<file path="config.mk">
export PLATFORM = sky130hd
export DESIGN_NAME = tcc_channels
export DESIGN_NICKNAME = d
export VERILOG_FILES = /design/src/inc/tcc_pkg.sv /design/src/hdl/tcc_channels.sv
export VERILOG_INCLUDE_DIRS = /design/src /design/src/inc
export SDC_FILE = /design/constraint.sdc
export NUM_CORES = 1
export LEC_CHECK = 0
export BUFFER_PORTS_ARGS = -buffer_cell sky130_fd_sc_hd__buf_2
export CORE_MARGIN = 1
export CORE_UTILIZATION = 35
export CTS_CLUSTER_DIAMETER = 200
export DETAILED_ROUTE_END_ITERATION = 16
export MAX_ROUTING_LAYER = met4
export SLEW_MARGIN = 20
export SYNTH_ARGS = -nofsm -noshare
export SYNTH_HDL_FRONTEND = slang
export SYNTH_SLANG_ARGS = --single-unit
</file>
<file path="constraint.sdc">
create_clock -name CLK -period 4.5 [get_ports CLK]
set_input_delay 0.225 -clock CLK [delete_from_list [all_inputs] [get_ports CLK]]
set_output_delay 0.225 -clock CLK [all_outputs]
set_load 0.02 [all_outputs]
</file>
<file path="src/inc/tcc_consts.svh">
// register map, field positions, codes and reset values of the capture/compare channels
`ifndef TCC_CONSTS_SVH
`define TCC_CONSTS_SVH
`define TCC_NCH         3
`define TCC_NSUB        6
`define TCC_OFF_CTL     8'h00
`define TCC_OFF_RELOAD  8'h04
`define TCC_OFF_COUNT   8'h08
`define TCC_OFF_PAIR    8'h0C
`define TCC_OFF_INTEN   8'h10
`define TCC_OFF_STAT    8'h14
`define TCC_OFF_SWEVG   8'h18
`define TCC_OFF_CFG     8'h20
`define TCC_OFF_VAL     8'h40
`define TCC_CTL_RUN     0
`define TCC_PAIR_ROS    8
`define TCC_PAIR_IOS    9
`define TCC_PAIR_POE    10
`define TCC_PAIR_DT     16
`define TCC_INTEN_DE    8
`define TCC_STAT_OVF    8
`define TCC_SRC_OUT     3'h0
`define TCC_SRC_OWN     3'h1
`define TCC_SRC_NBR     3'h2
`define TCC_SRC_TRG     3'h3
`define TCC_ACT_FROZEN  4'h0
`define TCC_ACT_SET     4'h1
`define TCC_ACT_CLR     4'h2
`define TCC_ACT_TGL     4'h3
`define TCC_ACT_FLOW    4'h4
`define TCC_ACT_FHIGH   4'h5
`define TCC_ACT_PWM0    4'h6
`define TCC_ACT_PWM1    4'h7
`define TCC_PAIR_IND    2'h0
`define TCC_PAIR_CMP    2'h3
`define TCC_RELOAD_RST  16'hFFFF
`endif

</file>
<file path="src/inc/tcc_pkg.sv">
// types of the capture/compare channel block
package tcc_pkg;
`include "tcc_consts.svh"
    typedef struct packed {
        logic       en;
        logic       shd;
        logic       pol;
        logic [3:0] act;
        logic [1:0] psc;
        logic [3:0] filt;
        logic [2:0] src;
    } tcc_cfg_t;
    typedef struct packed {
        logic [15:0]       cnt;
        logic              run;
        logic [15:0]       reload;
        logic [2:0][1:0]   pair;
        logic              run_state_off;
        logic              idle_state_off;
        logic              primary_output_enable;
        logic [7:0]        dt;
        logic [5:0]        ie;
        logic [5:0]        de;
        logic [5:0]        flag;
        logic [5:0]        ovf;
        tcc_cfg_t [5:0]    cfg;
        logic [5:0][15:0]  val;
        logic [5:0][15:0]  cmp;
        logic [5:0]        prep;
        logic [6:0]        sy1;
        logic [6:0]        sy2;
        logic [5:0]        filt_o;
        logic [5:0][3:0]   fcnt;
        logic [5:0]        sel_d;
        logic [5:0][2:0]   pcnt;
        logic [2:0][7:0]   dtc;
        logic [2:0]        ch_out;
        logic [2:0]        pt_out;
        logic [5:0]        irq;
        logic [5:0]        dma;
        logic              wr_pend;
        logic [7:0]        wr_addr;
        logic [31:0]       rdata;
        logic              ready;
    } tcc_state_t;
endpackage

</file>
<file path="src/hdl/tcc_channels.sv">
// three capture/compare channels with partners, shared up counter, AHB-Lite registers
`timescale 1ns/1ns
`include "tcc_consts.svh"
module tcc_channels
    import tcc_pkg::*;
(
    input  wire logic        CLK,
    input  wire logic        ARST_N,
    input  wire logic        HSEL,
    input  wire logic [31:0] HADDR,
    input  wire logic [1:0]  HTRANS,
    input  wire logic        HWRITE,
    input  wire logic [2:0]  HSIZE,
    input  wire logic [31:0] HWDATA,
    input  wire logic        HREADY,
    output logic      [31:0] HRDATA,
    output logic             HREADYOUT,
    output logic             HRESP,
    input  wire logic [2:0]  CH_IN,
    input  wire logic [2:0]  PT_IN,
    input  wire logic        TRIG_IN,
    output logic      [2:0]  CH_OUT,
    output logic      [2:0]  PT_OUT,
    output logic      [5:0]  IRQ_REQ,
    output logic      [5:0]  DMA_REQ
);
    tcc_state_t  s_r;
    tcc_state_t  s_nxt;
    logic [5:0]  cap_v;
    logic [5:0]  match_v;
    logic [5:0]  sig_v;
    logic [5:0]  soft_v;
    logic        upd;
    logic        addr_ok;

    // input used by source code 010: channel 1 takes input 0, partners take their main pin
    function automatic int nbr(input int k);
        int r;
        r = (k < `TCC_NCH) ? ((k + 2) % `TCC_NCH) : (k - `TCC_NCH);
        return r;
    endfunction

    function automatic logic [31:0] rd_mux(input tcc_state_t st, input logic [7:0] a);
        logic [31:0] d;
        d = 32'h0000_0000;
        case (a)
            `TCC_OFF_CTL:    d[`TCC_CTL_RUN] = st.run;
            `TCC_OFF_RELOAD: d[15:0] = st.reload;
            `TCC_OFF_COUNT:  d[15:0] = st.cnt;
            `TCC_OFF_PAIR: begin
                d[5:0] = st.pair;
                d[`TCC_PAIR_ROS] = st.run_state_off;
                d[`TCC_PAIR_IOS] = st.idle_state_off;
                d[`TCC_PAIR_POE] = st.primary_output_enable;
                d[`TCC_PAIR_DT +: 8] = st.dt;
            end
            `TCC_OFF_INTEN: begin
                d[5:0] = st.ie;
                d[`TCC_INTEN_DE +: 6] = st.de;
            end
            `TCC_OFF_STAT: begin
                d[5:0] = st.flag;
                d[`TCC_STAT_OVF +: 6] = st.ovf;
            end
            default: begin
                for (int k = 0; k < `TCC_NSUB; k++) begin
                    if (a == `TCC_OFF_CFG + 8'(4 * k)) d[15:0] = st.cfg[k];
                    if (a == `TCC_OFF_VAL + 8'(4 * k)) d[15:0] = st.val[k];
                end
            end
        endcase
        return d;
    endfunction

    always_comb begin
        logic       in_mode;
        logic       edge_q;
        logic       qual;
        logic [2:0] lim;
        logic       m_en;
        logic       p_en;
        logic       dt_ok;
        logic       off_m;
        logic       off_p;
        s_nxt = s_r;
        in_mode = 1'b0;
        edge_q = 1'b0;
        qual = 1'b0;
        lim = 3'h0;
        m_en = 1'b0;
        p_en = 1'b0;
        dt_ok = 1'b0;
        off_m = 1'b0;
        off_p = 1'b0;
        cap_v = 6'h00;
        match_v = 6'h00;
        sig_v = 6'h00;
        upd = 1'b0;
        // only the second stage feeds the filters
        s_nxt.sy1 = {TRIG_IN, PT_IN, CH_IN};
        s_nxt.sy2 = s_r.sy1;
        if (s_r.run) begin
            if (s_r.cnt >= s_r.reload) begin
                s_nxt.cnt = 16'h0000;
                upd = 1'b1;
            end else begin
                s_nxt.cnt = s_r.cnt + 16'h0001;
            end
        end
        // bus data phase: writes land one cycle after their address phase
        soft_v = 6'h00;
        if (s_r.wr_pend) begin
            case (s_r.wr_addr)
                `TCC_OFF_CTL:    s_nxt.run = HWDATA[`TCC_CTL_RUN];
                `TCC_OFF_RELOAD: s_nxt.reload = HWDATA[15:0];
                `TCC_OFF_PAIR: begin
                    s_nxt.pair = HWDATA[5:0];
                    s_nxt.run_state_off = HWDATA[`TCC_PAIR_ROS];
                    s_nxt.idle_state_off = HWDATA[`TCC_PAIR_IOS];
                    s_nxt.primary_output_enable = HWDATA[`TCC_PAIR_POE];
                    s_nxt.dt = HWDATA[`TCC_PAIR_DT +: 8];
                end
                `TCC_OFF_INTEN: begin
                    s_nxt.ie = HWDATA[5:0];
                    s_nxt.de = HWDATA[`TCC_INTEN_DE +: 6];
                end
                `TCC_OFF_STAT: begin
                    s_nxt.flag = s_r.flag & ~HWDATA[5:0];
                    s_nxt.ovf = s_r.ovf & ~HWDATA[`TCC_STAT_OVF +: 6];
                end
                `TCC_OFF_SWEVG: soft_v = HWDATA[5:0];
                default: begin
                    for (int k = 0; k < `TCC_NSUB; k++) begin
                        if (s_r.wr_addr == `TCC_OFF_CFG + 8'(4 * k)) begin
                            s_nxt.cfg[k] = tcc_cfg_t'(HWDATA[15:0]);
                        end
                        if (s_r.wr_addr == `TCC_OFF_VAL + 8'(4 * k) &&
                            s_r.cfg[k].src == `TCC_SRC_OUT) begin
                            s_nxt.val[k] = HWDATA[15:0];
                        end
                    end
                end
            endcase
        end
        for (int k = 0; k < `TCC_NSUB; k++) begin
            // filter: output follows only after filt+1 equal differing samples
            if (s_r.sy2[k] == s_r.filt_o[k]) begin
                s_nxt.fcnt[k] = 4'h0;
            end else if (s_r.fcnt[k] >= s_r.cfg[k].filt) begin
                s_nxt.filt_o[k] = s_r.sy2[k];
                s_nxt.fcnt[k] = 4'h0;
            end else begin
                s_nxt.fcnt[k] = s_r.fcnt[k] + 4'h1;
            end
            case (s_r.cfg[k].src)
                `TCC_SRC_NBR: sig_v[k] = s_r.filt_o[nbr(k)];
                `TCC_SRC_TRG: sig_v[k] = s_r.sy2[6];
                default:      sig_v[k] = s_r.filt_o[k];
            endcase
            s_nxt.sel_d[k] = sig_v[k];
            edge_q = s_r.cfg[k].pol ? (s_r.sel_d[k] & ~sig_v[k])
                                    : (~s_r.sel_d[k] & sig_v[k]);
            in_mode = (s_r.cfg[k].src != `TCC_SRC_OUT);
            // each sub-channel captures on its own, whatever the pairing code
            qual = in_mode & s_r.cfg[k].en & edge_q;
            lim = 3'((4'h1 << s_r.cfg[k].psc) - 4'h1);
            if (!(in_mode && s_r.cfg[k].en)) begin
                s_nxt.pcnt[k] = 3'h0;
            end else if (qual) begin
                if (s_r.pcnt[k] >= lim) begin
                    s_nxt.pcnt[k] = 3'h0;
                    cap_v[k] = 1'b1;
                end else begin
                    s_nxt.pcnt[k] = s_r.pcnt[k] + 3'h1;
                end
            end
            if (cap_v[k]) begin
                s_nxt.val[k] = s_r.cnt;
            end
            match_v[k] = !in_mode && s_r.run && (s_r.cnt == s_r.cmp[k]);
            case (s_r.cfg[k].act)
                `TCC_ACT_SET:   if (match_v[k]) s_nxt.prep[k] = 1'b1;
                `TCC_ACT_CLR:   if (match_v[k]) s_nxt.prep[k] = 1'b0;
                `TCC_ACT_TGL:   if (match_v[k]) s_nxt.prep[k] = ~s_r.prep[k];
                `TCC_ACT_FLOW:  s_nxt.prep[k] = 1'b0;
                `TCC_ACT_FHIGH: s_nxt.prep[k] = 1'b1;
                `TCC_ACT_PWM0:  s_nxt.prep[k] = (s_r.cnt < s_r.cmp[k]);
                `TCC_ACT_PWM1:  s_nxt.prep[k] = (s_r.cnt >= s_r.cmp[k]);
                default:        s_nxt.prep[k] = s_r.prep[k];
            endcase
            // with shadowing a value written in the wrapping cycle waits one more period
            if (!s_r.cfg[k].shd) begin
                s_nxt.cmp[k] = s_nxt.val[k];
            end else if (upd) begin
                s_nxt.cmp[k] = s_r.val[k];
            end
            // hardware set wins over a same-cycle software clear
            if (cap_v[k] | match_v[k] | soft_v[k]) s_nxt.flag[k] = 1'b1;
            if (cap_v[k] && s_r.flag[k]) s_nxt.ovf[k] = 1'b1;
            s_nxt.irq[k] = (cap_v[k] | match_v[k] | soft_v[k]) & s_r.ie[k];
            s_nxt.dma[k] = (cap_v[k] | match_v[k] | soft_v[k]) & s_r.de[k];
        end
        for (int c = 0; c < `TCC_NCH; c++) begin
            if (s_nxt.prep[c] != s_r.prep[c]) begin
                s_nxt.dtc[c] = 8'h00;
            end else if (s_r.dtc[c] < s_r.dt) begin
                s_nxt.dtc[c] = s_r.dtc[c] + 8'h01;
            end
            dt_ok = (s_r.dtc[c] >= s_r.dt);
            m_en = s_r.cfg[c].en && (s_r.cfg[c].src == `TCC_SRC_OUT);
            p_en = s_r.cfg[c + 3].en && (s_r.cfg[c + 3].src == `TCC_SRC_OUT);
            // a disabled pin drives its inactive level when the selected off state bit is set, and low when it is clear
            off_m = (s_r.primary_output_enable ? s_r.run_state_off : s_r.idle_state_off) & s_r.cfg[c].pol;
            off_p = (s_r.primary_output_enable ? s_r.run_state_off : s_r.idle_state_off) & s_r.cfg[c + 3].pol;
            if (s_r.pair[c] == `TCC_PAIR_CMP && m_en && p_en) begin
                if (!s_r.primary_output_enable) begin
                    s_nxt.ch_out[c] = off_m;
                    s_nxt.pt_out[c] = off_p;
                end else begin
                    s_nxt.ch_out[c] = (s_r.prep[c] & dt_ok) ^ s_r.cfg[c].pol;
                    s_nxt.pt_out[c] = (~s_r.prep[c] & dt_ok) ^ s_r.cfg[c + 3].pol;
                end
            end else if (s_r.pair[c] == `TCC_PAIR_CMP) begin
                s_nxt.ch_out[c] = m_en ? (s_r.prep[c] ^ s_r.cfg[c].pol) : off_m;
                s_nxt.pt_out[c] = p_en ? (~s_r.prep[c] ^ s_r.cfg[c + 3].pol) : off_p;
            end else begin
                s_nxt.ch_out[c] = m_en ? (s_r.prep[c] ^ s_r.cfg[c].pol) : off_m;
                s_nxt.pt_out[c] = p_en ? (s_r.prep[c + 3] ^ s_r.cfg[c + 3].pol) : off_p;
            end
        end
        // read data taken after this cycle's updates so a write-then-read sees the new value
        addr_ok = HSEL && HTRANS[1] && HREADY;
        s_nxt.wr_pend = addr_ok && HWRITE;
        s_nxt.wr_addr = HADDR[7:0];
        s_nxt.rdata = (addr_ok && !HWRITE) ? rd_mux(s_nxt, HADDR[7:0]) : 32'h0000_0000;
        s_nxt.ready = 1'b1;
    end

    always_ff @(posedge CLK or negedge ARST_N) begin
        if (!ARST_N) begin
            s_r <= '0;
            s_r.reload <= `TCC_RELOAD_RST;
            s_r.ready <= 1'b1;
        end else begin
            s_r <= s_nxt;
        end
    end

    assign HRDATA = s_r.rdata;
    assign HREADYOUT = s_r.ready;
    assign HRESP = 1'b0;
    assign CH_OUT = s_r.ch_out;
    assign PT_OUT = s_r.pt_out;
    assign IRQ_REQ = s_r.irq;
    assign DMA_REQ = s_r.dma;
endmodule

</file>
* Word-level counts from Yosys, hierarchy flattened
Cells that the tools add are included.
Operators by class: add/sub/neg operators 22, magnitude comparators 31, equal/unequal tests 127, shift-type cells 6, mux-type cells 190, bitwise operators 103, reductions and logical operators 85
Operators by type and width (count):
- 16-bit two-way mux | 45
- 250-bit two-way mux | 1
- 192-bit two-way mux | 1
- 16-bit >= comparator | 7
- 16-bit == test | 6
- 4-bit by 3-bit == test with 1-bit output, second input constant | 24
- 8-bit by 6-bit == test with 1-bit output, second input constant | 12
- 8-bit by 7-bit == test with 1-bit output, second input constant | 12
- 16-bit < comparator | 6
- 1-bit two-way mux | 82
- 8-bit two-way mux | 7
- 3-bit two-way mux | 18
- 1-bit bitwise AND | 48
- 4-bit by 2-bit == test with 1-bit output, second input constant | 12
- 4-bit two-way mux | 12
- 1-bit logical AND | 46
- 1-bit case mux with 7 select lines | 6
- 8-bit by 5-bit == test with 1-bit output, second input constant | 5
- 3-bit by 2-bit == test with 1-bit output, second input constant | 12
- 2-bit != test, second input constant | 15
- 5-bit case mux with 6 select lines | 1
- 4-bit by 1-bit adder with 4-bit output, second input constant | 6
- 8-bit by 1-bit adder with 8-bit output, second input constant | 3
- 4-bit by 1-bit == test with 1-bit output, second input constant | 6
- other kinds (39) | 171
Word-level totals: bits in registers 511, output and inout port bits 52

* Longest topological paths before layout
Gate-level depths: netlist (run 1).
depth in word-level cells 22, depth in mapped cells 15, gate-level depth less buffers 14

* Least setup slack after synthesis (run 1)
No wires, ideal clock.
path kind reg-to-reg, from register s_r[519] in the netlist's numbering, to register s_r[65] in the netlist's numbering, library setup time 0.177 ns, data arrival time 3.445 ns, slack 0.879 ns, cell stages (with the launch flop) 14, period minus slack after synthesis 3.621 ns, cells stage by stage dfrtp_1 ha_1 and4_1 nand4_1 nor4_1 nand3_1 ha_1 inv_1 a221oi_1 o21ai_0 nor2_1 o221ai_1 o41ai_1 a22oi_1
Between the ends: longest elaborated chain between the ends 6, elaborated cells between the ends (all ways) 11, classes of those cells order compare: 2; eq/ne: 2; mux: 5; reduce/logical: 2
Ends and longest elaborated chain:
- start: declaration | line tcc_channels.sv:27 | tcc_state_t s_r;
- start signal: assignment | line tcc_channels.sv:245 | s_r <= s_nxt;
- branches (longest 3 deep; another with 16-bit >= comparator)
- 1-bit case mux with 7 select lines * | line tcc_channels.sv:181 | case (s_r.cfg[k].act)
- 1-bit != test * | line tcc_channels.sv:204 | if (s_nxt.prep[c] != s_r.prep[c]) begin
- 8-bit two-way mux or 2-bit nonzero test (tied branches)
Every way passes the cells marked *. A chain may end at the register's enable or synchronous reset.

==> flow_summary.ini, run 1 <==
[outcome]
status = completed

[timing]
rsz0062_at_grt = no
skew_ns = 0.02382
period_minus_slack_ns = 3.822
finalSetupViolations = 0
max_freq_mhz = 261.6
hold_viol_final = 0
slew_viol_final = 0
relSlewSlack_pct = 28.65
fin_crit_sh_pct = 84.94
tns_ns = 0
worst_slew_pin_slew_ns = 1.070

[yosys]
syn_inst = 3104
synth.top_cell.area_share_pct = 41.12
syn_area_um2 = 30120
ys.flop_type = dfrtp_1
ys_ff_latch = 511
avgSynthCellArea_um2 = 9.704
yosysSeqAreaShare_pct = 42.52
synth_edf_count = 0
synth_warnings = 0
synth_area_leaders = dfrtp_1, ha_1, mux2i_1, mux2_2, a21oi_1
post_synth_num_cell_types = 93
synth_common_cells = dfrtp_1, inv_1, nor2_1
async_flop_share_pct = 100.0
yosysMostFrequentCell = dfrtp_1
synth_largest_area_cell = dfrtp_1

[global_routing]
grt_overflow = 0
grt_pass1_vias = 23202
grt_usage_pct = 25.46
grt_max_degree = 107
antenna_found_initial = 9
grt_pass1_wl_um = 157900

[layout]
drive_gt1_share_pct = 15.63
final_nets = 3453
fin_util_pct = 40.07
multi_input_area_um2 = 15420
num-fill-cells = 8439
area_growth_pct = 13.27
seq_area_um2 = 12810

[floorplan]
initial_core_util_pct = 35.38
io_pins = 133
die-area_um2 = 87240
die-width_um = 295.4
num_rows = 107
fp.coreArea_um2 = 85150
fp.dieH_um = 295.4

[detailed_routing]
wire_per_inst_um = 24.73
ant_nets = 0
drt_wl_total_um = 108000
drcViolationCount = 0
first_pass_iters = 6
initialDrtViolationCount = 3053
vias = 24432
viasPerCell = 5.592

[worst_setup_path]
r2r-start = s_r[374]$_DFF_PN0_
critical-path-slowest-cell = a211oi_1
end_kind = register
reg2reg_slack_ns = 0.68
crit_chain = or2_2 -> ha_1 -> nor2b_1 -> o21ai_0 -> o211ai_4 -> buf_4 -> mux2i_1 -> o21ai_0 -> o221ai_1 -> a21oi_1 -> a211oi_1
crit_family = compound AO/OA/AOI/OAI gates
crit_type = reg2reg
worstSetupEndpoint = HRDATA[12]$_DFF_PN0_
crit_buf_inv = 1
reg2reg_depth = 11
critPathMaxStageDelay_ns = 0.60
worstSetupPathDepth = 11
timing.rr.end = HRDATA[12]$_DFF_PN0_
critical_path.max_fanout = 15
cp-start-kind = register
required_ns = 4.95
crit_start = s_r[374]$_DFF_PN0_
crit_top_cell = o21ai_0
worst-endpoint-arrival_ns = 4.28

[cts]
clk_latency_ns = 0.64
cts_tree = yes
ctsResizeCount = 0
post-cts-setup-buffers = 0
cts_hold_buf = 25
clock-sinks = 511
cts-root-buf = clkbuf_16
cts_buffers = 57
clkSlewWorstSetupHoldPaths_ns = 0.06
clock_path_buffers = 3
htreeDepth = 2

[flow_run]
drv_cap = 0

[placement]
place_hpwl_um = 76420
io_buffers = 86
gp_congestion = 1.022

[power_and_ir_drop]
p_leak_nw = 16.74
peakVddDrop_mv = 0.3207
powerDensity_nw_per_um2 = 408.8

[worst_hold_path]
hp-class = in2async
==> layer usage <==
metal / track usage, % / vias up / part of all wire [%]
li1: - / 11071 / -
met1: 34.03 / 11926 / 43
met2: 36.22 / 1188 / 42
met3: 5.390 / 247 / 9.7
met4: 12.74 / 0 / 5.5
met5: - / - / 0
==> cells by family after synthesis <==
group,Yosys count,share of synthesized area (%)
compound gates,685,14.19
mux,360,12.66
buf+inv,440,6.422
other cells,2,0.02493
fa+ha+maj,200,8.308
xor+xnor,56,1.628
flops,511,42.52
simple gates,850,14.25
==> power breakdown <==
| group | total (W) | leakage, nW | switching, W | internal [W] |
|---|---|---|---|---|
| logic | 0.00301 | 9.49 | 0.00183 | 0.00119 |
| clock network | 0.00523 | 1.02 | 0.00206 | 0.00317 |
| registers | 0.00571 | 6.22 | 0.000533 | 0.00518 |
| total | 0.0139 | 16.7 | 0.00442 | 0.00953 |
==> sequential cells by signal, indices dropped and copies added (netlist names) <==
name     cells
CH_OUT       3
DMA_REQ      6
HRDATA      24
IRQ_REQ      6
PT_OUT       3
s_nxt        7
s_r        462
==> layout make-up <==
class	instances	area share [%]
Antenna cell	7	0.05134
Clock buffer	81	5.039
Clock inverter	24	1.096
Inverter	235	2.585
Multi-Input combinational cell	2161	45.19
Sequential cell	511	37.54
Tap cell	1144	4.195
Timing Repair Buffer	206	4.298
==> how the worst min path moves through the flow <==
stage | startpoint | to | slack (ns) | cells past startpoint
floorplan | ARST_N | CH_OUT[0]$_DFF_PN0_ | -0.07 | 0
global placement | ARST_N | s_r[135]$_DFFE_PN0P_ | 0.31 | 1
detailed placement | ARST_N | s_nxt[141]$_DFF_PN0_ | 0.30 | 1
CTS | HTRANS[1] | s_r[41]$_DFF_PN0_ | 0.14 | 3
global route | HTRANS[1] | s_r[41]$_DFF_PN0_ | 0.18 | 3
finish | ARST_N | s_r[93]$_DFFE_PN0P_ | 0.21 | 2
==> per-stage QoR <==
step / total power [W] / std cells / hold slack [ns] / setup slack (ns) / area, um2
CTS: 0.01398 / 4362 / 0.1379 / 0.7659 / 34100
detailed placement: 0.008707 / 4232 / 0.3039 / 0.7967 / 31760
finish: 0.01395 / 4369 / 0.2136 / 0.6776 / 34120
global placement: 0.008636 / 4232 / 0.3098 / 0.8132 / 31760
global route: 0.01463 / 4367 / 0.1849 / 0.5968 / 34110
floorplan: 0.007613 / 3112 / -0.07059 / 0.8785 / 30150
==> cell usage in the layout, fill, tap and decap left out, drive strengths merged, types with 21 or more instances in the layout <==
cell type      n
a211oi        21
a21o          44
a21oi        226
a22oi         21
and3          35
buf          181
clkbuf        81
dfrtp        495
dlygate4sd3   25
ha           200
inv          237
mux2         155
mux2i        205
nand2        225
nand2b        36
nand3         72
nand4         49
nor2         231
nor2b         36
nor3          51
o211ai        36
o21a          21
o21ai        189
xnor2         29
xor2          27
Power figures use the tool's default switching activity.
==> run 2: changes to the inputs <==
- clock period: 4.5 -> 3.9 ns (I/O delays scaled with it)
==> flow_summary.ini, run 2 (synthesis results as in run 1) <==
[cts]
cts_tree = yes
clock_path_buffers = 3
post-cts-setup-buffers = 0
htreeDepth = 2
cts-root-buf = clkbuf_16
clock-sinks = 511
clkSlewWorstSetupHoldPaths_ns = 0.06
clk_latency_ns = 0.64
cts_buffers = 58

[timing]
slew_viol_final = 0
tns_ns = 0
finalSetupViolations = 0
rsz0062_at_grt = no
worst_slew_pin_slew_ns = 1.145
fin_ws_ns = 0.3338
hold_slack_ns = 0.1158
fin_crit_sh_pct = 91.44
max_freq_mhz = 280.4
period_minus_slack_ns = 3.566
skew_ns = 0.02629
hold_viol_final = 0
relSlewSlack_pct = 23.64

[detailed_routing]
wire_per_inst_um = 24.69
ant_nets = 0
initialDrtViolationCount = 2558
drcViolationCount = 0
viasPerCell = 5.572
first_pass_iters = 6
drt_wl_total_um = 108900
vias = 24571

[global_routing]
grt_max_degree = 92
antenna_found_initial = 5
grt_pass1_wl_um = 158700
grt_usage_pct = 25.63
grt_overflow = 0
grt_pass1_vias = 23196

[worst_setup_path]
crit_chain = nor4_4 -> nand4_4 -> buf_4 -> mux2_2 -> mux2i_1 -> o211ai_1 -> o221ai_1 -> a21oi_1 -> o311a_1
cp-start-kind = register
critPathMaxStageDelay_ns = 0.55
required_ns = 4.42
end_kind = register
critical-path-slowest-cell = nor4_4
critical_path.max_fanout = 11
worst-endpoint-arrival_ns = 4.09
crit_type = reg2reg

[power_and_ir_drop]
peakVddDrop_mv = 0.3390
powerDensity_nw_per_um2 = 461.7
p_leak_nw = 16.95

[layout]
layout_commonest_cell = dfrtp_1
drive_gt1_share_pct = 16.67
fin_cells = 4410
largest_reg_flops = 462
final_nets = 3498
num-fill-cells = 8431
top_register = s_r
area_growth_pct = 14.29
layout_common_cells = dfrtp_1, inv_1, nor2_1

[placement]
pre_cts_ws_ns = 0.4343
place_hpwl_um = 78420
gp_congestion = 1.048
dp.cells = 4275
io_buffers = 86

[outcome]
status = completed

[floorplan]
initial_core_util_pct = 35.38
die-area_um2 = 87240
io_pins = 133
fp.coreArea_um2 = 85150
num_rows = 107
die-width_um = 295.4
fp.dieH_um = 295.4

[worst_hold_path]
hp-class = in2reg

[flow_run]
drv_cap = 0
run 2: worst max-delay path: cells and delay by family (launching register included):
family                 cells  cell delay, ns
AOI/OAI and AO/OA          4            1.08
buffers and inverters      1            0.31
DFF                        1            0.47
muxes                      2            0.59
and+or+nand+nor            2            0.98
run 2: worst paths after layout:
| path | from | endpoint | slack, ns | cells past startpoint |
|---|---|---|---|---|
| worst max register to register | s_r[34]$_DFF_PN0_ | HRDATA[10]$_DFF_PN0_ | 0.33 | 9 |
| worst min register to register | s_nxt[139]$_DFF_PN0_ | s_r[139]$_DFF_PN0_ | 0.35 | 0 |
| min in group asynchronous | ARST_N | s_nxt[141]$_DFF_PN0_ | 0.18 | 2 |
| worst min-delay path | HTRANS[1] | s_r[41]$_DFF_PN0_ | 0.12 | 3 |
| max in group asynchronous | ARST_N | s_r[497]$_DFF_PN1_ | 2.66 | 3 |
| worst max-delay path | s_r[34]$_DFF_PN0_ | HRDATA[10]$_DFF_PN0_ | 0.33 | 9 |
run 2: area by class of cell:
class / instances / area, um2 / area share (%)
Antenna cell: 3 / 7.507 / 0.02181
Clock buffer: 77 / 1643 / 4.772
Clock inverter: 29 / 347.8 / 1.010
Inverter: 235 / 882.1 / 2.562
Multi-Input combinational cell: 2161 / 15420 / 44.79
Sequential cell: 511 / 12810 / 37.20
Tap cell: 1144 / 1431 / 4.158
Timing Repair Buffer: 250 / 1887 / 5.481
run 2: through the flow:
stage	total power, W	cell area, um2	util [%]
finish	0.01589	34420	40.43
global route	0.01668	34420	40.43
CTS	0.01594	34420	40.42
detailed placement	0.01008	32170	37.78
global placement	0.01001	32170	37.78
floorplan	0.008784	30150	-
run 2: per-layer routing:
metal	GRT usage, %	routed length, um	vias to the layer above
li1	-	-	11151
met1	34.07	46660	12026
met2	37.00	46350	1156
met3	5.465	10120	238
met4	12.08	5763	0
met5	-	0	-
run 2: power breakdown:
| part | leakage, nW | total, W | switching [W] | internal, W |
|---|---|---|---|---|
| logic | 9.74 | 0.00353 | 0.00213 | 0.00140 |
| clock network | 0.992 | 0.00579 | 0.00238 | 0.00341 |
| registers | 6.22 | 0.00656 | 0.000590 | 0.00597 |
run 2: what timing repair did:
| action | CTS | global route |
|---|---|---|
| endpoints found under the hold margin | 116 | 0 |
| hold buffers | 26 | 0 |
| gates resized for setup | 0 | 0 |
| setup endpoints to repair | 0 | 0 |
